===== src/verilog/kbc_pkg.sv =====
/*
 * Constants for the host command decoder of the keyboard/mouse controller:
 * bus offsets, command and response codes, configuration byte bit
 * positions, reset values and timing counts.
 * Assumes a single 10 MHz system clock.
 */
package kbc_pkg;

  // Host port byte offsets on the register bus
  localparam logic [7:0] DATA_OFS = 8'h60;
  localparam logic [7:0] CMD_OFS  = 8'h64;

  // Command codes written to the command port
  localparam logic [7:0] CMD_PW_CHECK  = 8'hA4;
  localparam logic [7:0] CMD_PW_LOAD   = 8'hA5;
  localparam logic [7:0] CMD_PW_EN     = 8'hA6;
  localparam logic [7:0] CMD_MS_DIS    = 8'hA7;
  localparam logic [7:0] CMD_MS_EN     = 8'hA8;
  localparam logic [7:0] CMD_MS_TEST   = 8'hA9;
  localparam logic [7:0] CMD_SELF_TEST = 8'hAA;
  localparam logic [7:0] CMD_KB_TEST   = 8'hAB;
  localparam logic [7:0] CMD_KB_DIS    = 8'hAD;
  localparam logic [7:0] CMD_KB_EN     = 8'hAE;
  localparam logic [7:0] CMD_RD_INP    = 8'hC0;
  localparam logic [7:0] CMD_RD_OUTP   = 8'hD0;
  localparam logic [7:0] CMD_WR_OUTP   = 8'hD1;
  localparam logic [7:0] CMD_WR_KBOB   = 8'hD2;
  localparam logic [7:0] CMD_WR_MSOB   = 8'hD3;
  localparam logic [7:0] CMD_WR_MOUSE  = 8'hD4;
  localparam logic [7:0] CMD_RD_TEST   = 8'hE0;
  localparam logic [2:0] GRP_RAM_RD    = 3'h1;
  localparam logic [2:0] GRP_RAM_WR    = 3'h3;
  localparam logic [3:0] GRP_PULSE     = 4'hF;

  // Response codes
  localparam logic [7:0] RSP_PW_YES = 8'hFA;
  localparam logic [7:0] RSP_PW_NO  = 8'hF1;
  localparam logic [7:0] RSP_PASS   = 8'h55;
  localparam logic [7:0] RSP_RESEND = 8'hFE;
  localparam logic [7:0] LT_OK      = 8'h00;
  localparam logic [7:0] LT_CLK_LO  = 8'h01;
  localparam logic [7:0] LT_CLK_HI  = 8'h02;
  localparam logic [7:0] LT_DAT_LO  = 8'h03;
  localparam logic [7:0] LT_DAT_HI  = 8'h04;

  // Configuration byte bits
  localparam int CFG_KB_IRQ = 0;
  localparam int CFG_MS_IRQ = 1;
  localparam int CFG_SYS    = 2;
  localparam int CFG_KB_OFF = 4;
  localparam int CFG_MS_OFF = 5;

  // Reset values
  localparam logic [7:0] CFG_RST  = 8'h00;
  localparam logic [7:0] OUTP_RST = 8'hFF;

  // Timing
  localparam int CLK_MHZ       = 10;
  localparam int PULSE_NS      = 6000;
  localparam int PULSE_CYC     = (PULSE_NS * CLK_MHZ + 999) / 1000;
  localparam int LT_SETTLE_CYC = 8;

  typedef enum logic [1:0] {ST_IDLE, ST_OPER, ST_PWLOAD, ST_LTEST} ctl_state_t;

endpackage


===== src/verilog/kbd_mouse_host_command_decoder.sv =====
/*
 * Host command decoder of the keyboard/mouse controller, as an AHB-Lite
 * slave: data port at 60H, command/status port at 64H.
 * Assumes serial keyboard and mouse links sit outside and exchange whole
 * bytes with this block on the same clock; line pins are open drain.
 */
// The AHB-Lite register port and the address map were decided locally.
`timescale 1ns/1ps
module kbd_mouse_host_command_decoder
  import kbc_pkg::*;
#(
  parameter int PW_DEPTH = 8
)
(
  input  wire logic        ref_clk,
  input  wire logic        arst_n,
  input  wire logic        hsel,
  input  wire logic [31:0] haddr,
  input  wire logic [1:0]  htrans,
  input  wire logic        hwrite,
  input  wire logic [2:0]  hsize,
  input  wire logic [31:0] hwdata,
  input  wire logic        hready,
  output logic      [31:0] hrdata,
  output logic             hreadyout,
  output logic             hresp,
  input  wire logic        kbd_clock_line_in,
  output logic             kbd_clock_line_out,
  output logic             kbd_clock_line_oe,
  input  wire logic        kbd_data_line_in,
  output logic             kbd_data_line_out,
  output logic             kbd_data_line_oe,
  input  wire logic        mouse_clock_line_in,
  output logic             mouse_clock_line_out,
  output logic             mouse_clock_line_oe,
  input  wire logic        mouse_data_line_in,
  output logic             mouse_data_line_out,
  output logic             mouse_data_line_oe,
  input  wire logic [7:0]  in_port,
  output logic      [7:0]  out_port,
  input  wire logic        kbd_rx_valid,
  input  wire logic [7:0]  kbd_rx_byte,
  output logic             kbd_rx_ready,
  input  wire logic        mouse_rx_valid,
  input  wire logic [7:0]  mouse_rx_byte,
  output logic             mouse_rx_ready,
  output logic             kbd_tx_valid,
  output logic      [7:0]  kbd_tx_byte,
  output logic             mouse_tx_valid,
  output logic      [7:0]  mouse_tx_byte,
  output logic             irq_kbd,
  output logic             irq_mouse
);

  localparam int PWI = $clog2(PW_DEPTH);
  localparam int PCW = $clog2(PULSE_CYC + 1);

  // Refuse depths the index logic cannot serve
  if (PW_DEPTH < 2 || PW_DEPTH > 256)
  begin : g_bad_depth
    $error("PW_DEPTH must lie in 2..256");
  end

  typedef struct packed {
    ctl_state_t             st;
    logic [7:0]             cmd;
    logic [31:0][7:0]       ram;
    logic [PW_DEPTH-1:0][7:0] pw;
    logic [PWI-1:0]         pw_idx;
    logic [PWI-1:0]         mt_idx;
    logic                   locked;
    logic [7:0]             ob;
    logic                   obf;
    logic                   ob_ms;
    logic                   cmd_flag;
    logic [7:0]             outp;
    logic [7:0]             pout;
    logic [3:0]             pmask;
    logic [PCW-1:0]         pcnt;
    logic                   lt_ms;
    logic                   lt_drv;
    logic [3:0]             lt_cnt;
    logic [1:0]             lt_rel;
    logic [11:0]            sync1;
    logic [11:0]            sync2;
    logic                   dph_wr;
    logic                   dph_cmd;
    logic                   dph_dat;
    logic [7:0]             rd;
    logic                   hrdy;
    logic                   turn;
    logic                   kb_rdy;
    logic                   ms_rdy;
    logic                   kb_txv;
    logic [7:0]             kb_txb;
    logic                   ms_txv;
    logic [7:0]             ms_txb;
    logic                   irq_k;
    logic                   irq_m;
    logic [3:0]             oe;
  } ctl_t;

  ctl_t       cur_ff;
  ctl_t       nxt_cur;
  logic       bus_act;
  logic       cmd_wr;
  logic       dat_wr;
  logic [7:0] wdat;
  logic       ld;
  logic [7:0] ld_val;
  logic       ld_ms;
  logic [7:0] cfg;
  logic       pw_set;
  logic [7:0] status;
  logic       s_kclk;
  logic       s_kdat;
  logic       s_mclk;
  logic       s_mdat;

  ////////////////////////////////////////////////////////////////////////////
  // Bus decode and synchronised pins; line tests hold off new commands
  assign bus_act = hsel & htrans[1] & hready;
  assign cmd_wr  = cur_ff.dph_wr & cur_ff.dph_cmd & (cur_ff.st != ST_LTEST);
  assign dat_wr  = cur_ff.dph_wr & cur_ff.dph_dat & (cur_ff.st != ST_LTEST);
  assign wdat    = hwdata[7:0];
  assign cfg     = cur_ff.ram[0];
  assign pw_set  = cur_ff.pw[0] != 8'h00;
  assign s_kclk  = cur_ff.sync2[3];
  assign s_kdat  = cur_ff.sync2[2];
  assign s_mclk  = cur_ff.sync2[1];
  assign s_mdat  = cur_ff.sync2[0];
  assign status  = {2'b00, cur_ff.obf & cur_ff.ob_ms, 1'b1, cur_ff.cmd_flag, cfg[CFG_SYS], 1'b0, cur_ff.obf};

  ////////////////////////////////////////////////////////////////////////////
  // Next-state logic for the whole controller
  always_comb
  begin
    nxt_cur        = cur_ff;
    ld             = 1'b0;
    ld_val         = 8'h00;
    ld_ms          = 1'b0;
    nxt_cur.sync1  = {in_port, kbd_clock_line_in, kbd_data_line_in, mouse_clock_line_in, mouse_data_line_in};
    nxt_cur.sync2  = cur_ff.sync1;
    nxt_cur.kb_txv = 1'b0;
    nxt_cur.ms_txv = 1'b0;
    nxt_cur.turn   = ~cur_ff.turn;
    nxt_cur.hrdy   = 1'b1;

    // Address phase: reads answer at once, so no wait states
    nxt_cur.dph_wr  = bus_act & hwrite;
    nxt_cur.dph_cmd = haddr[7:0] == CMD_OFS;
    nxt_cur.dph_dat = haddr[7:0] == DATA_OFS;
    if (bus_act & ~hwrite)
    begin
      nxt_cur.rd = 8'h00;
      if (haddr[7:0] == DATA_OFS)
      begin
        nxt_cur.rd  = cur_ff.ob;
        nxt_cur.obf = 1'b0;
      end
      else if (haddr[7:0] == CMD_OFS)
      begin
        nxt_cur.rd = status;
      end
    end

    // Command port write; a new command drops any pending operand
    if (cmd_wr)
    begin
      nxt_cur.cmd_flag = 1'b1;
      nxt_cur.st       = ST_IDLE;
      nxt_cur.cmd      = wdat;
      if (wdat[7:5] == GRP_RAM_RD)
      begin
        ld     = 1'b1;
        ld_val = cur_ff.ram[wdat[4:0]];
      end
      else if (wdat[7:5] == GRP_RAM_WR || (wdat >= CMD_WR_OUTP && wdat <= CMD_WR_MOUSE))
      begin
        nxt_cur.st = ST_OPER;
      end
      else if (wdat[7:4] == GRP_PULSE)
      begin
        nxt_cur.pmask = ~wdat[3:0];
        nxt_cur.pcnt  = PCW'(PULSE_CYC);
      end
      else
      begin
        case (wdat)
          CMD_PW_CHECK:
          begin
            ld     = 1'b1;
            ld_val = pw_set ? RSP_PW_YES : RSP_PW_NO;
          end
          CMD_PW_LOAD:
          begin
            nxt_cur.st     = ST_PWLOAD;
            nxt_cur.pw_idx = '0;
          end
          CMD_PW_EN:
          begin
            nxt_cur.locked = pw_set;
            nxt_cur.mt_idx = '0;
          end
          CMD_MS_DIS: nxt_cur.ram[0][CFG_MS_OFF] = 1'b1;
          CMD_MS_EN:  nxt_cur.ram[0][CFG_MS_OFF] = 1'b0;
          CMD_KB_DIS: nxt_cur.ram[0][CFG_KB_OFF] = 1'b1;
          CMD_KB_EN:  nxt_cur.ram[0][CFG_KB_OFF] = 1'b0;
          CMD_MS_TEST, CMD_KB_TEST:
          begin
            nxt_cur.st     = ST_LTEST;
            nxt_cur.lt_ms  = wdat == CMD_MS_TEST;
            nxt_cur.lt_drv = 1'b0;
            nxt_cur.lt_cnt = '0;
          end
          CMD_SELF_TEST:
          begin
            ld     = 1'b1;
            ld_val = RSP_PASS;
          end
          CMD_RD_INP:
          begin
            ld     = 1'b1;
            ld_val = cur_ff.sync2[11:4];
          end
          CMD_RD_OUTP:
          begin
            ld     = 1'b1;
            ld_val = cur_ff.outp;
          end
          CMD_RD_TEST:
          begin
            ld     = 1'b1;
            ld_val = {6'h00, s_kdat, s_kclk};
          end
          default:
          begin
            ld     = 1'b1;
            ld_val = RSP_RESEND;
          end
        endcase
      end
    end

    // Data port write: operand, password byte, or keyboard traffic
    if (dat_wr)
    begin
      nxt_cur.cmd_flag = 1'b0;
      nxt_cur.st       = ST_IDLE;
      case (cur_ff.st)
        ST_OPER:
        begin
          if (cur_ff.cmd[7:5] == GRP_RAM_WR)
            nxt_cur.ram[cur_ff.cmd[4:0]] = wdat;
          else if (cur_ff.cmd == CMD_WR_OUTP)
            nxt_cur.outp = wdat;
          else if (cur_ff.cmd == CMD_WR_MOUSE)
          begin
            nxt_cur.ms_txv = 1'b1;
            nxt_cur.ms_txb = wdat;
          end
          else
          begin
            ld     = 1'b1;
            ld_val = wdat;
            ld_ms  = cur_ff.cmd == CMD_WR_MSOB;
          end
        end
        ST_PWLOAD:
        begin
          // Full table keeps the last byte and ends the load
          nxt_cur.pw[cur_ff.pw_idx] = wdat;
          nxt_cur.pw_idx = cur_ff.pw_idx + PWI'(1);
          if (wdat != 8'h00 && cur_ff.pw_idx != PWI'(PW_DEPTH - 1))
            nxt_cur.st = ST_PWLOAD;
        end
        default:
        begin
          nxt_cur.kb_txv = 1'b1;
          nxt_cur.kb_txb = wdat;
        end
      endcase
    end

    // Line test: sample released, then sample driven low
    if (cur_ff.st == ST_LTEST)
    begin
      nxt_cur.lt_cnt = cur_ff.lt_cnt + 4'h1;
      if (cur_ff.lt_cnt == 4'(LT_SETTLE_CYC))
      begin
        nxt_cur.lt_cnt = '0;
        if (!cur_ff.lt_drv)
        begin
          nxt_cur.lt_drv = 1'b1;
          nxt_cur.lt_rel = cur_ff.lt_ms ? {s_mclk, s_mdat} : {s_kclk, s_kdat};
        end
        else
        begin
          ld         = 1'b1;
          nxt_cur.st = ST_IDLE;
          if (!cur_ff.lt_rel[1])
            ld_val = LT_CLK_LO;
          else if (cur_ff.lt_ms ? s_mclk : s_kclk)
            ld_val = LT_CLK_HI;
          else if (!cur_ff.lt_rel[0])
            ld_val = LT_DAT_LO;
          else if (cur_ff.lt_ms ? s_mdat : s_kdat)
            ld_val = LT_DAT_HI;
          else
            ld_val = LT_OK;
        end
      end
    end

    // Keyboard bytes: swallowed while the password lock is on
    if (kbd_rx_valid && cur_ff.kb_rdy)
    begin
      if (cur_ff.locked)
      begin
        nxt_cur.mt_idx = '0;
        if (kbd_rx_byte == cur_ff.pw[cur_ff.mt_idx])
        begin
          nxt_cur.mt_idx = cur_ff.mt_idx + PWI'(1);
          if (cur_ff.mt_idx == PWI'(PW_DEPTH - 1) || cur_ff.pw[cur_ff.mt_idx + PWI'(1)] == 8'h00)
            nxt_cur.locked = 1'b0;
        end
      end
      else
      begin
        ld     = 1'b1;
        ld_val = kbd_rx_byte;
      end
    end
    if (mouse_rx_valid && cur_ff.ms_rdy)
    begin
      ld     = 1'b1;
      ld_val = mouse_rx_byte;
      ld_ms  = 1'b1;
    end

    // Output pulse timer
    if (cur_ff.pcnt != '0)
      nxt_cur.pcnt = cur_ff.pcnt - PCW'(1);

    // Loading wins over a same-cycle host read
    if (ld)
    begin
      nxt_cur.ob    = ld_val;
      nxt_cur.obf   = 1'b1;
      nxt_cur.ob_ms = ld_ms;
    end

    // Registered outputs; ready alternates so only one source loads
    nxt_cur.pout   = nxt_cur.outp & ~((nxt_cur.pcnt != '0) ? {4'h0, nxt_cur.pmask} : 8'h00);
    nxt_cur.kb_rdy = ~nxt_cur.turn & ~nxt_cur.dph_wr & (nxt_cur.st != ST_LTEST)
                     & ~nxt_cur.ram[0][CFG_KB_OFF] & (nxt_cur.locked | ~nxt_cur.obf);
    nxt_cur.ms_rdy = nxt_cur.turn & ~nxt_cur.dph_wr & (nxt_cur.st != ST_LTEST)
                     & ~nxt_cur.ram[0][CFG_MS_OFF] & ~nxt_cur.obf;
    nxt_cur.irq_k  = nxt_cur.obf & ~nxt_cur.ob_ms & nxt_cur.ram[0][CFG_KB_IRQ];
    nxt_cur.irq_m  = nxt_cur.obf & nxt_cur.ob_ms & nxt_cur.ram[0][CFG_MS_IRQ];
    nxt_cur.oe[3]  = (nxt_cur.st == ST_LTEST && !nxt_cur.lt_ms) ? nxt_cur.lt_drv
                     : nxt_cur.ram[0][CFG_KB_OFF];
    nxt_cur.oe[2]  = nxt_cur.st == ST_LTEST && !nxt_cur.lt_ms && nxt_cur.lt_drv;
    nxt_cur.oe[1]  = (nxt_cur.st == ST_LTEST && nxt_cur.lt_ms) ? nxt_cur.lt_drv
                     : nxt_cur.ram[0][CFG_MS_OFF];
    nxt_cur.oe[0]  = nxt_cur.st == ST_LTEST && nxt_cur.lt_ms && nxt_cur.lt_drv;
  end

  ////////////////////////////////////////////////////////////////////////////
  // State register
  always_ff @(posedge ref_clk or negedge arst_n)
  begin
    if (!arst_n)
    begin
      cur_ff        <= '0;
      cur_ff.ram[0] <= CFG_RST;
      cur_ff.outp   <= OUTP_RST;
      cur_ff.pout   <= OUTP_RST;
    end
    else
      cur_ff <= nxt_cur;
  end

  // Port drive; open-drain lines only ever pull low
  assign hrdata               = {24'h000000, cur_ff.rd};
  assign hreadyout            = cur_ff.hrdy;
  assign hresp                = cur_ff.oe[0] & 1'b0;
  assign kbd_clock_line_out   = cur_ff.oe[3] & 1'b0;
  assign kbd_data_line_out    = cur_ff.oe[2] & 1'b0;
  assign mouse_clock_line_out = cur_ff.oe[1] & 1'b0;
  assign mouse_data_line_out  = cur_ff.oe[0] & 1'b0;
  assign kbd_clock_line_oe    = cur_ff.oe[3];
  assign kbd_data_line_oe     = cur_ff.oe[2];
  assign mouse_clock_line_oe  = cur_ff.oe[1];
  assign mouse_data_line_oe   = cur_ff.oe[0];
  assign out_port             = cur_ff.pout;
  assign kbd_rx_ready         = cur_ff.kb_rdy;
  assign mouse_rx_ready       = cur_ff.ms_rdy;
  assign kbd_tx_valid         = cur_ff.kb_txv;
  assign kbd_tx_byte          = cur_ff.kb_txb;
  assign mouse_tx_valid       = cur_ff.ms_txv;
  assign mouse_tx_byte        = cur_ff.ms_txb;
  assign irq_kbd              = cur_ff.irq_k;
  assign irq_mouse            = cur_ff.irq_m;
endmodule

===== config.mk =====
export PLATFORM = sky130hd
export DESIGN_NAME = kbd_mouse_host_command_decoder
export DESIGN_NICKNAME = d
export VERILOG_FILES = /design/src/verilog/kbc_pkg.sv /design/src/verilog/kbd_mouse_host_command_decoder.sv
export SDC_FILE = /design/constraint.sdc
export NUM_CORES = 1
export LEC_CHECK = 0
export ABC_AREA = 1
export BUFFER_PORTS_ARGS = -buffer_cell sky130_fd_sc_hd__buf_2
export CORE_UTILIZATION = 34
export CTS_CLUSTER_DIAMETER = 200
export DETAILED_ROUTE_END_ITERATION = 7
export GPL_TIMING_DRIVEN = 0
export HOLD_SLACK_MARGIN = 0.08
export PLACE_DENSITY_LB_ADDON = 0.1
export SETUP_SLACK_MARGIN = 0.2
export SKIP_CTS_REPAIR_TIMING = 1
export SLEW_MARGIN = 20
export SYNTH_ARGS = -nofsm -noshare
export SYNTH_HDL_FRONTEND = slang
export SYNTH_SLANG_ARGS = --single-unit

===== constraint.sdc =====
create_clock -name ref_clk -period 6.1 [get_ports ref_clk]
set_input_delay 0 -clock ref_clk [delete_from_list [all_inputs] [get_ports ref_clk]]
set_output_delay 0 -clock ref_clk [all_outputs]
set_load 0.01 [all_outputs]

* Word-level counts from Yosys, hierarchy flattened
Index checks and enable logic that the tools add are counted.
** Storage, ports and cells
- Bits in registers :: 445
- Input bits :: 104
- Output and inout port bits :: 72
- Word-level logic and storage cells :: 308
** Cells by class
- Add/sub/neg operators :: 4
- $lt $le $gt $ge :: 9
- Eq/ne operators :: 35
- Multiplexer cells :: 119
- Bitwise operators :: 36
- Reduce and logical (&&, ||, !) cells :: 30
** Operators with widths (count)
- $bwmux 256 :: 1
- $mux 8 :: 24
- $eq 8x8->1 const B :: 16
- $mux 73 :: 1
- $mux 67 :: 1
- $bwmux 64 :: 1
- $mux 9 :: 6
- $bmux 8 s3 :: 2
- $mux 16 :: 3
- $pmux 8 s6 :: 1
- $mux 7 :: 6
- $bmux 8 s5 :: 1
- $demux 8 s5 :: 1
- $mux 6 :: 6
- $mux 2 :: 16
- $mux 1 :: 31
- $demux 8 s3 :: 1
- $mux 4 :: 6
- $and 1x1->1 :: 21
- $mux 10 :: 2
- $mux 18 :: 1
- $eq 8x7->1 const B :: 2
- $reduce_bool 8->1 :: 2
- $mux 3 :: 5
- other kinds (37) :: 76

* Depth between registers and ports, before layout
Gate-level depths: netlist of the first run.
- Word-level depth :: 22
- Gate-level depth with buffers :: 19
- Gate-level depth less buffers :: 18

* Worst setup path before layout of the first run
OpenSTA, ideal clock, no wires.
- Path type :: flip-flop to flip-flop
- From :: register cur_ff[443] in the netlist's numbering
- To :: register cur_ff, in the netlist irq_kbd
- Library setup time :: 0.130 ns
- Arrival :: 1.917 ns
- Required time :: 5.970 ns
- Path slack :: 4.053 ns
- Stages on the path, launching flop included :: 12
- Buffers on the path :: 2
- Clock period less this slack :: 2.047 ns
- Path through :: dfrtp_1 ha_1 inv_2 nand3_1 inv_2 nand3_1 inv_1 buf_2 nand2_1 clkbuf_1 o21ai_0 nor3_2
** RTL lines
- start: declaration :: line kbd_mouse_host_command_decoder.sv:103 : ctl_t cur_ff;
- start signal: assignment :: line kbd_mouse_host_command_decoder.sv:381 : cur_ff <= nxt_cur;

* Final worst setup path of the first run
- From :: register cur_ff[444] in the netlist's numbering
- To :: register cur_ff[103] in the netlist's numbering
** On the way
- Cells in the longest elaborated chain, start to end :: 14
- Elaborated cells between the ends (all ways) :: 29
- Those cells by class :: 3 x eq/ne; 24 x mux; 2 x bitwise
** Ends and longest elaborated chain
- $ne 2x2->1 :: line kbd_mouse_host_command_decoder.sv:123, kbd_mouse_host_command_decoder.sv:124
- $and 1x1->1 :: line kbd_mouse_host_command_decoder.sv:123 : assign cmd_wr = cur_ff.dph_wr & cur_ff.dph_cmd & (cur_ff.st != ST_LTEST);
- $mux 8 / $mux 1 (equally long branches) :: line kbd_mouse_host_command_decoder.sv:168 : if (cmd_wr)
- $mux 8 / $mux 1 (equally long branches) :: line kbd_mouse_host_command_decoder.sv:257 : else if (cur_ff.cmd == CMD_WR_MOUSE)
- $mux 8 / $mux 1 (equally long branches) :: line kbd_mouse_host_command_decoder.sv:255 : else if (cur_ff.cmd == CMD_WR_OUTP)
- $mux 8 / $mux 1 (equally long branches) :: line kbd_mouse_host_command_decoder.sv:253 : if (cur_ff.cmd[7:5] == GRP_RAM_WR)
- $mux 8 / $mux 1 (equally long branches) :: line kbd_mouse_host_command_decoder.sv:250 : case (cur_ff.st)
- $mux 8 / $mux 1 (equally long branches) :: line kbd_mouse_host_command_decoder.sv:246 : if (dat_wr)
- $mux 8 / $mux 1 (equally long branches) :: line kbd_mouse_host_command_decoder.sv:292 : if (!cur_ff.lt_drv)
- $mux 8 / $mux 1 (equally long branches) :: line kbd_mouse_host_command_decoder.sv:289 : if (cur_ff.lt_cnt == 4'(LT_SETTLE_CYC))
- $mux 8 / $mux 1 (equally long branches) :: line kbd_mouse_host_command_decoder.sv:286 : if (cur_ff.st == ST_LTEST)
- $mux 8 / $mux 1 (equally long branches) :: line kbd_mouse_host_command_decoder.sv:318 : if (cur_ff.locked)
- $mux 8 / $mux 1 (equally long branches) :: line kbd_mouse_host_command_decoder.sv:316 : if (kbd_rx_valid && cur_ff.kb_rdy)
- $mux 8 / $mux 1 (equally long branches) :: line kbd_mouse_host_command_decoder.sv:334 : if (mouse_rx_valid && cur_ff.ms_rdy)
Parallel ways exist; a longest one is shown, timed or not.
A chain may end at the register's enable or synchronous reset.

==> reports/summary.txt, run 1 <==
share of the synthesized area in the top cell type: 51.8%
peak supply drop: 0.000172 V
HP Start: kbd_rx_byte[4]
Min-Delay Path Class: in2reg
gr ovfl total: 0
HPWL Detailed: 53500 um
Clock Sinks: 441
Int Pwr: 0.00490 W
Core Box Area: 60200 um2
final setup margin: 2.38 ns
final net count: 2954
Arr. time, crit path: 4.20 ns
Mapped Cells: 2589
Synth Flop Type: dfrtp_1
pre-CTS setup slack: 3.05 ns
Routed Antenna Nets: 0
Synth area leaders: dfrtp_1 (52%), nand2_1 (13%), o21ai_0 (9.9%)
synthesis-to-finish area growth: 19.9%
Lkg Pwr: 12.4 nW
Worst EP required: 6.58 ns
Max Clk Rate: 269 MHz
Clock Tree Buf Depth: 3
Tightest Pin Transition: 1.09 ns
status: completed
Yosys top cell by area: dfrtp_1
worst r2r src: cur_ff[444]$_DFF_PN0_
layout cells sized above 1: 11.5%
Hold Violations, Final: 0
Seq pwr share: 45.7%
drt initial violations: 1688
RSZ-0062 raised after global routing: false
Root Driver: clkbuf_16
logic gate share of total power: 5.5%
IO buf count: 94
clock network power share: 48.7%
hold_ws: 0.0255 ns
CP Cell Sequence: ha_1 -> inv_2 -> nand3_1 -> nor3_1 -> nand3_1 -> nand2_1 -> inv_1 -> nand2_2 -> inv_2 -> a211oi_1 -> dlygate4sd3_1 -> a21oi_1 -> dlygate4sd3_1
DR vias/cell: 5.07
period utilization: 61.0%
Yosys Warn Count: 0
count leader, synth: nand2_1
crit path launch type: register
Setup crit end kind: register
crit path from: cur_ff[444]$_DFF_PN0_
Synth async-reset ratio: 100%
n_diodes: 0
sequential area share after synthesis: 53.3%
Num CTS Buffers: 51
EDFF count, synth: 0
count of cell types in the netlist: 46
Final Slew Violations: 0
gr usage total: 24.5%
initial cell density of the core: 34.4%
Post-Syn Area: 20700 um2
die area: 62000 um2
GP Congestion: 0.936
power density cells: 259 nW/um2
CP max FO: 9
initial antenna violation count: 1
final setup fails: 0
top post-synthesis cells by count: nand2_1 (740), dfrtp_1 (429), o21ai_0 (409)
Post-Route WL: 76300 um
drt wl/cell: 20.8 um
worst skew pair latency: 0.60 ns
cell area after layout: 24900 um2
fillcell total: 6169
Tmin final: 3.72 ns
largest net degree at the start of global routing: 94
Worst Path Class, Setup: reg2reg
Final Skew: 0.0175 ns
vias in the first global route: 17795
syn_area_per_cell: 8.01 um2
sw power: 0.00153 W
DR pass1 iterations: 6
Slowest cell on crit path: dlygate4sd3_1
Post-DP Area: 22400 um2
die height: 249 um
sw frac: 23.8%
first-pass GRT wire length: 114000 um
total number of vias: 18566
H-tree levels: 2
Slew HR: 27.1%
I/O pins: 176
row count: 90
DRC viols: 0
CTS clock-pin slew for the worst setup and hold paths: 0.06 ns
CTS tree: built
synthesized flop and latch total: 441
MaxCap Viol Count: 0
Chip Width: 249 um
delay of the slowest critical-path stage: 0.60 ns
[area by class of cell]
| cell class | instances | area [um2] | area share [%] |
|---|---|---|---|
| multi-input cells | 1841 | 8230 | 33.1 |
| repair buffers | 169 | 1340 | 5.37 |
| well taps | 782 | 978 | 3.94 |
| clock buffers | 75 | 1510 | 6.07 |
| inverters | 141 | 529 | 2.13 |
| plain buffers | 194 | 1020 | 4.12 |
| flip-flops and latches | 441 | 11100 | 44.4 |
| clock inverters | 18 | 204 | 0.820 |
[sequential cells by signal, summed over array words and instances (netlist names)]
name	flops
mouse_rx_ready	1
cur_ff	391
out_port	7
mouse_clock_line_oe	1
mouse_data_line_oe	1
kbd_rx_ready	1
kbd_tx_valid	1
cfg	8
hreadyout	1
kbd_data_line_oe	1
hrdata	8
kbd_tx_byte	8
mouse_tx_byte	8
kbd_clock_line_oe	1
mouse_tx_valid	1
irq_kbd	1
irq_mouse	1
[worst max-delay path: cells and delay by family, from the launching register on]
kind                       cells  cell delay, ns
AOI/OAI and AO/OA              2            0.31
adders and majority gates      1            0.29
and+or+nand+nor                5            1.14
DFF                            1            0.42
buffers and inverters          5            1.44
[metrics by stage]
stage	setup TNS, ns	total power [W]	util [%]	instances
final	0	0.00644	41.3	3661
after global routing	0	0.00666	41.3	3661
after CTS	0	0.00649	40.1	3591
after detailed placement	0	0.00332	37.2	3498
after global placement	-1733.39	0.00331	37.0	3493
after floorplan	0	0.00311	-	2617
[cell families after synthesis]
kind of cell               share of synthesized area [%]
and+or+nand+nor                                     24.2
AOI/OAI and AO/OA                                   13.7
DFF                                                 53.3
buffers and inverters                               7.50
adders and majority gates                          0.664
xor gates and xnor gates                           0.465
other                                             0.0362
muxes                                             0.0483
[path summary, 6_finish.rpt]
path	to	slack [ns]	cells after the start
max in group asynchronous	cur_ff[347]$_DFFE_PN0P_	4.22	6
min in group asynchronous	cur_ff[161]$_DFFE_PN0P_	0.51	4
min	cur_ff[110]$_DFF_PN0_	0.03	7
max reg2reg	cur_ff[103]$_DFFE_PN0N_	2.38	13
max	cur_ff[103]$_DFFE_PN0N_	2.38	13
min reg2reg	cur_ff[41]$_DFF_PN0_	0.35	0
[cells in the final DEF, fill, tap and decap left out, drive strengths merged, types with 40 or more instances in the layout]
| cell | synthesis | routed |
|---|---|---|
| nand2 | 747 | 747 |
| dfrtp | 429 | 429 |
| o21ai | 421 | 421 |
| nor2 | 349 | 349 |
| buf | 100 | 200 |
| clkbuf | 94 | 169 |
| inv | 139 | 139 |
| nand3 | 97 | 97 |
| dlygate4sd3 | 0 | 69 |
| a21oi | 40 | 40 |
[per-layer routing]
layer  vias up  wire (um)  GRT usage (%)
met5         -          0              0
met4         0       2460           7.93
met3       121       3740           3.10
met2       579      35300           39.4
met1      9025      34800           34.1
li1       8841          -              -
[power groups by stage]
stage          Clock (W)  Combinational, W  Sequential (W)
6_report         0.00314          0.000356         0.00294
5_1_grt          0.00333          0.000382         0.00294
4_1_cts          0.00322          0.000330         0.00294
3_5_place_dp           0          0.000329         0.00300
3_3_place_gp           0          0.000315         0.00300
2_1_floorplan          0          0.000119         0.00299
(Power assumes the default switching activity.)
==> run 2: changes to the inputs <==
--- a/config.mk
+++ b/config.mk
@@ -5,7 +5,7 @@
 export SDC_FILE = /design/constraint.sdc
 export NUM_CORES = 1
 export LEC_CHECK = 0
-export ABC_AREA = 1
+export ABC_AREA = 0
 export BUFFER_PORTS_ARGS = -buffer_cell sky130_fd_sc_hd__buf_2
 export CORE_UTILIZATION = 34
 export CTS_CLUSTER_DIAMETER = 200
==> constraint.sdc (replaced) <==
create_clock -name ref_clk -period 3.6 [get_ports ref_clk]
set_input_delay 0 -clock ref_clk [delete_from_list [all_inputs] [get_ports ref_clk]]
set_output_delay 0 -clock ref_clk [all_outputs]
set_load 0.01 [all_outputs]
==> reports/summary.txt, run 2 <==
status: completed
most frequent cells in the layout: dfrtp_1 (429), mux2_2 (329), buf_2 (116)
row count: 90 (unchanged)
top post-synthesis cells by count: dfrtp_1 (429), mux2_2 (329), nand2_1 (103)
crit path launch type: register
peak supply drop: 0.000276 V (+61%)
Finished Layout Cells: 2639 (-28%)
WP buf/inv: 3 (-2)
layout cells sized above 1: 39.2% (+28 points)
DR pass1 iterations: 5 (-1)
initial cell density of the core: 34.7% (+0.25 points)
initial antenna violation count: 1 (unchanged)
CP Cell Sequence: ha_1 -> buf_2 -> and4b_1 -> a21bo_2 -> nor2_2 -> buf_2 -> a2111oi_0 -> o211ai_1 -> a32o_1 -> dlygate4sd3_1
Synth Flop Type: dfrtp_1
Lkg Pwr: 11.7 nW (-5.5%)
CTS tree: built
Biggest register: cur_ff
Post-Route WL: 66100 um (-13%)
sequential area share after synthesis: 52.4% (-0.88 points)
Overall Power: 0.0115 W (+78%)
Hold Violations, Final: 0 (unchanged)
final setup fails: 0 (unchanged)
Max Clk Rate: 301 MHz (+12%)
Mapped Cells: 1582 (-39%)
share of the synthesized area in the top cell type: 50.9% (-0.85 points)
Min-Delay Path Class: in2async
CP max FO: 10 (+1)
Arr. time, crit path: 3.80 ns (-0.40 ns)
commonest non-fill, non-tap cell in the layout: dfrtp_1
RSZ-0062 raised after global routing: true
Tightest Pin Transition: 1.20 ns (+0.111 ns)
Yosys top cell by area: dfrtp_1
vias in the first global route: 14300 (-20%)
placed cell count: 2488 (-29%)
total number of vias: 13948 (-25%)
final net count: 1930 (-35%)
count of cell types in the netlist: 76 (+65%)
Synth async-reset ratio: 100% (unchanged)
Worst Path Class, Setup: reg2reg
Chip Width: 251 um (+0.83%)
die area: 63000 um2 (+1.7%)
worst skew pair latency: 0.61 ns (about the same)
period utilization: 92.2% (+31 points)
Top cell by count, worst path: buf_2
Final Slew Violations: 0 (unchanged)
IO buf count: 91 (-3.2%)
Num CTS Buffers: 51 (unchanged)
Synth area leaders: dfrtp_1 (51%), mux2_2 (18%), mux4_2 (8.9%)
gr usage total: 21.1% (-3.3 points)
power density cells: 456 nW/um2 (+76%)
Slowest cell on crit path: dlygate4sd3_1
GP Congestion: 0.880 (-6.0%)
Routed Antenna Nets: 0 (unchanged)
TNS Setup: 0 ns (unchanged)
Largest register FFs: 391 (unchanged)
Root Driver: clkbuf_16
Tmin final: 3.32 ns (-0.399 ns)
HPWL Detailed: 46000 um (-14%)
syn_area_per_cell: 13.3 um2 (+66%)
count leader, synth: dfrtp_1
EDFF count, synth: 0 (unchanged)
I/O pins: 176 (unchanged)
synthesis-to-finish area growth: 19.0%
DR vias/cell: 5.29 (+4.2%)
H-tree levels: 2 (unchanged)
Yosys Warn Count: 0 (unchanged)
delay-heaviest family, CP: compound AO/OA/AOI/OAI gates
drt initial violations: 924 (-45%)
CTS clock-pin slew for the worst setup and hold paths: 0.07 ns (about the same)
Post-Syn Area: 21100 um2 (+1.7%)
Setup crit end kind: register
Slew HR: 19.5% (-7.7 points)
gr ovfl total: 0 (unchanged)
drt wl/cell: 25.0 um (+20%)
Clock Tree Buf Depth: 3 (unchanged)
Clock Sinks: 441 (unchanged)
largest net degree at the start of global routing: 93 (-1.1%)
MaxCap Viol Count: 0 (unchanged)
Worst EP required: 4.08 ns (-2.50 ns)
first-pass GRT wire length: 97600 um (-14%)
die height: 251 um (+0.83%)
DRC viols: 0 (unchanged)
Core Box Area: 60800 um2 (+0.93%)
Final Skew: 0.0314 ns (+0.0139 ns)
delay of the slowest critical-path stage: 0.55 ns (-0.05 ns)
synthesized flop and latch total: 441 (unchanged)
==> run 2: logic make-up after synthesis <==
family,synth area share (%)
compound gates,5.24
xor+xnor,0.416
fa+ha+maj,0.653
buf+inv,4.72
flops,52.4
mux,28.8
other cells,0.0356
simple gates,7.69
==> run 2: layer usage <==
metal  wire (um)  up-vias  GRT usage (%)
met5           0        -              0
met4        2020        0           7.23
met3        2740      109           2.99
met2       31400      344           34.2
met1       29900     7299           29.1
li1            -     6196              -
==> run 2: cell type report <==
type	count	area, um2
multi-input combinational	982	9160
clock inverter	23	294
buffer	162	905
timing repair buffer	152	1160
antenna	3	7.51
fill	5768	35700
tap	782	978
inverter	25	93.8
sequential	441	11100
clock buffer	69	1440
==> run 2: final timing paths <==
| kind | start | end | slack, ns | cells past startpoint |
|---|---|---|---|---|
| setup / recovery | cur_ff[443]$_DFF_PN0_ | cur_ff[100]$_DFFE_PN0N_ | 0.28 | 10 |
| hold / removal | arst_n | cur_ff[67]$_DFFE_PN0P_ | 0.01 | 2 |
| setup reg to reg | cur_ff[443]$_DFF_PN0_ | cur_ff[100]$_DFFE_PN0N_ | 0.28 | 10 |
| hold reg to reg | cur_ff[58]$_DFF_PN0_ | cur_ff[46]$_DFF_PN0_ | 0.35 | 0 |
| max in group asynchronous | arst_n | cur_ff[360]$_DFFE_PN0P_ | 1.93 | 5 |
| min in group ref_clk | hwdata[6] | cur_ff[106]$_DFFE_PN0N_ | 0.07 | 5 |
==> run 2: through the flow <==
stage          utilization, %  cell area [um2]  hold slack [ns]  setup slack [ns]
2_1_floorplan               -            21200           -0.296              1.09
3_3_place_gp             37.2            22600            0.111             -6.57
3_5_place_dp             37.5            22800           0.0890            0.0679
4_1_cts                  40.3            24500           -0.552             0.343
5_1_grt                  41.3            25100           0.0932             0.189
6_report                 41.3            25100           0.0147             0.280
==> run 2: report_power, final <==
part / switching (W) / internal [W] / leakage [nW] / total [W]
combinational: 0.000542 / 0.000337 / 5.07 / 0.000879
clock: 0.00218 / 0.00324 / 0.853 / 0.00542
sequential: 0.0000895 / 0.00506 / 5.76 / 0.00515
total: 0.00281 / 0.00864 / 11.7 / 0.0115
==> run 3: changes to the inputs <==
--- a/config.mk
+++ b/config.mk
@@ -7,7 +7,8 @@
 export LEC_CHECK = 0
 export ABC_AREA = 0
 export BUFFER_PORTS_ARGS = -buffer_cell sky130_fd_sc_hd__buf_2
-export CORE_UTILIZATION = 34
+export CORE_ASPECT_RATIO = 2
+export CORE_UTILIZATION = 55
 export CTS_CLUSTER_DIAMETER = 200
 export DETAILED_ROUTE_END_ITERATION = 7
 export GPL_TIMING_DRIVEN = 0
==> reports/summary.txt, run 3 (synthesis results as in run 2) <==
status: completed
Largest register FFs: 391 (unchanged)
final net count: 1903 (-1.4%)
RSZ-0062 raised after global routing: false
synthesis-to-finish area growth: 14.9%
Tightest Pin Transition: 1.11 ns (-0.0915 ns)
Clock Tree Buf Depth: 3 (unchanged)
DR pass1 iterations: 7 (+2)
I/O pins: 176 (unchanged)
Critical R2R Capture: cur_ff[100]$_DFFE_PN0N_
Final Skew: 0.0203 ns (-0.0111 ns)
Final Slew Violations: 0 (unchanged)
drt wl/cell: 26.6 um (+6.3%)
gr usage total: 32.1% (+11 points)
Setup crit end kind: register
H-tree levels: 2 (unchanged)
power density cells: 445 nW/um2 (-2.5%)
delay of the slowest critical-path stage: 0.55 ns (about the same)
IO buf count: 91 (unchanged)
Top cell by count, worst path: buf_2
row count: 101 (+12%)
delay-heaviest family, CP: compound AO/OA/AOI/OAI gates
hold path depth: 6
WHS Endpoint: cur_ff[107]$_DFFE_PN0N_
die area: 39200 um2 (-38%)
Worst Path Class, Setup: reg2reg
final setup fails: 0 (unchanged)
vias in the first global route: 14684 (+2.7%)
Final Core Density: 63.9% (+23 points)
Hold Violations, Final: 0 (unchanged)
initial antenna violation count: 1 (unchanged)
worst-case reg-to-reg path depth: 10 (unchanged)
logic gate share of total power: 8.0% (+0.3 points)
period utilization: 92.5% (+0.26 points)
Core Box Area: 37900 um2 (-38%)
Slew HR: 25.6% (+6.1 points)
Overall Power: 0.0108 W (-5.8%)
peak supply drop: 0.000431 V (+56%)
sw power: 0.00256 W (-9.1%)
DRC viols: 0 (unchanged)
Int Pwr: 0.00823 W (-4.8%)
first-pass GRT wire length: 91000 um (-6.8%)
CTS tree: built
CTS clock-pin slew for the worst setup and hold paths: 0.07 ns (about the same)
WP buf/inv: 3 (unchanged)
HPWL Detailed: 44400 um (-3.7%)
Root Driver: clkbuf_16
Slowest cell on crit path: dlygate4sd3_1
Chip Width: 140 um (-44%)
Tmin final: 3.33 ns (+0.00953 ns)
Worst EP required: 4.04 ns (-0.04 ns)
Max Clk Rate: 300 MHz (-0.29%)
sw frac: 23.7% (-0.84 points)
HP Start: kbd_rx_byte[7]
Routed Antenna Nets: 0 (unchanged)
worst skew pair latency: 0.56 ns (-0.05 ns)
gr ovfl total: 0 (unchanged)
MaxCap Viol Count: 0 (unchanged)
worst reg-to-reg setup slack: 0.27 ns (about the same)
worst r2r src: cur_ff[443]$_DFF_PN0_
most frequent cells in the layout: dfrtp_1 (429), mux2_2 (329), buf_2 (115)
Arr. time, crit path: 3.77 ns (-0.03 ns)
layout cells sized above 1: 38.5% (-0.68 points)
fillcell total: 2915 (-49%)
DR vias/cell: 6.19 (+17%)
Biggest register: cur_ff
hold_ws: 0.0595 ns (+0.0449 ns)
crit path launch type: register
die height: 279 um (+11%)
Min-Delay Path Class: in2reg
Clock Sinks: 441 (unchanged)
largest net degree at the start of global routing: 102 (+9.7%)
CP max FO: 10 (unchanged)
CP Cell Sequence: ha_1 -> buf_2 -> and4b_1 -> a21bo_2 -> nor2_2 -> buf_2 -> a2111oi_0 -> o211ai_1 -> a32o_1 -> dlygate4sd3_1
clock network power share: 44.3% (-3.0 points)
Lkg Pwr: 11.5 nW (-1.9%)
total number of vias: 14139 (+1.4%)
Sequential Area: 11100 um2 (unchanged)
Seq pwr share: 47.8% (+2.8 points)
initial cell density of the core: 55.6% (+21 points)
area of the multi-input gates: 9150 um2 (-0.14%)
Num CTS Buffers: 40 (-22%)
Post-Route WL: 60800 um (-8.1%)
commonest non-fill, non-tap cell in the layout: dfrtp_1
GP Congestion: 0.976 (+11%)
drt initial violations: 1005 (+8.8%)
-- run 3: cell count changes in the layout (fill, tap and decap cells not counted), sizes merged --
cell	change
clkinvlp	-3
inv	-2
clkbuf	-14
dlygate4sd3	-15
bufinv	+2
buf	-1
diode	-2
clkinv	-2
-- run 3: final cells by class --
class / instances / area share, %
Timing Repair Buffer: 136 / 4.07
Tap cell: 463 / 2.39
Inverter: 25 / 0.387
Buffer: 162 / 3.72
Sequential cell: 441 / 45.6
Antenna cell: 1 / 0.0103
Multi-Input combinational cell: 982 / 37.7
Clock buffer: 55 / 4.79
Clock inverter: 18 / 1.27
-- run 3: per-stage QoR --
| stage | worst slack [ns] | cells | area, um2 | setup TNS (ns) |
|---|---|---|---|---|
| 3_5_place_dp | -0.0162 | 2168 | 22300 | -0.163 |
| 5_1_grt | 0.186 | 2283 | 24200 | 0 |
| 4_1_cts | 0.389 | 2241 | 23800 | 0 |
| 2_1_floorplan | 1.09 | 1610 | 21200 | 0 |
| 6_report | 0.271 | 2283 | 24200 | 0 |
| 3_3_place_gp | -5.94 | 2164 | 22200 | -2554.96 |
-- run 3: worst register-to-register path: stages, from the launching register on --
cell and delay [ns]:
dfrtp_1 0.41, ha_1 0.16, buf_2 0.18, and4b_1 0.28
a21bo_2 0.30, nor2_2 0.12, buf_2 0.20, a2111oi_0 0.51
o211ai_1 0.24, a32o_1 0.26, dlygate4sd3_1 0.55
-- run 3: how the worst max path moves through the flow --
| stage | slack [ns] | end | start | cells past startpoint |
|---|---|---|---|---|
| floorplan | 1.09 | cur_ff[131]$_DFFE_PN0P_ | cur_ff[443]$_DFF_PN0_ | 9 |
| global placement | -5.94 | cur_ff[356]$_DFFE_PN0P_ | arst_n | 1 |
| detailed placement | -0.02 | cur_ff[252]$_DFFE_PN0P_ | hwdata[1] | 7 |
| CTS | 0.39 | out_port[0]$_DFF_PN1_ | cur_ff[443]$_DFF_PN0_ | 8 |
| global route | 0.19 | cur_ff[100]$_DFFE_PN0N_ | cur_ff[443]$_DFF_PN0_ | 10 |
| finish | 0.27 | cur_ff[100]$_DFFE_PN0N_ | cur_ff[443]$_DFF_PN0_ | 10 |
-- run 3: power by group through the flow --
| stage | Clock (W) | Combinational, W | Sequential, W |
|---|---|---|---|
| detailed placement | 0 | 0.000820 | 0.00524 |
| CTS | 0.00484 | 0.000823 | 0.00515 |
| global route | 0.00503 | 0.000944 | 0.00516 |
| finish | 0.00477 | 0.000857 | 0.00515 |
| floorplan | 0 | 0.000468 | 0.00521 |
| global placement | 0 | 0.000790 | 0.00524 |
-- run 3: metal layers --
layer	vias to the layer above	GRT usage [%]	part of all wire, %
li1	6114	-	-
met2	542	57.2	53
met3	219	3.45	4.1
met1	7264	34.9	35
met4	0	24.2	8.4
met5	-	0	0
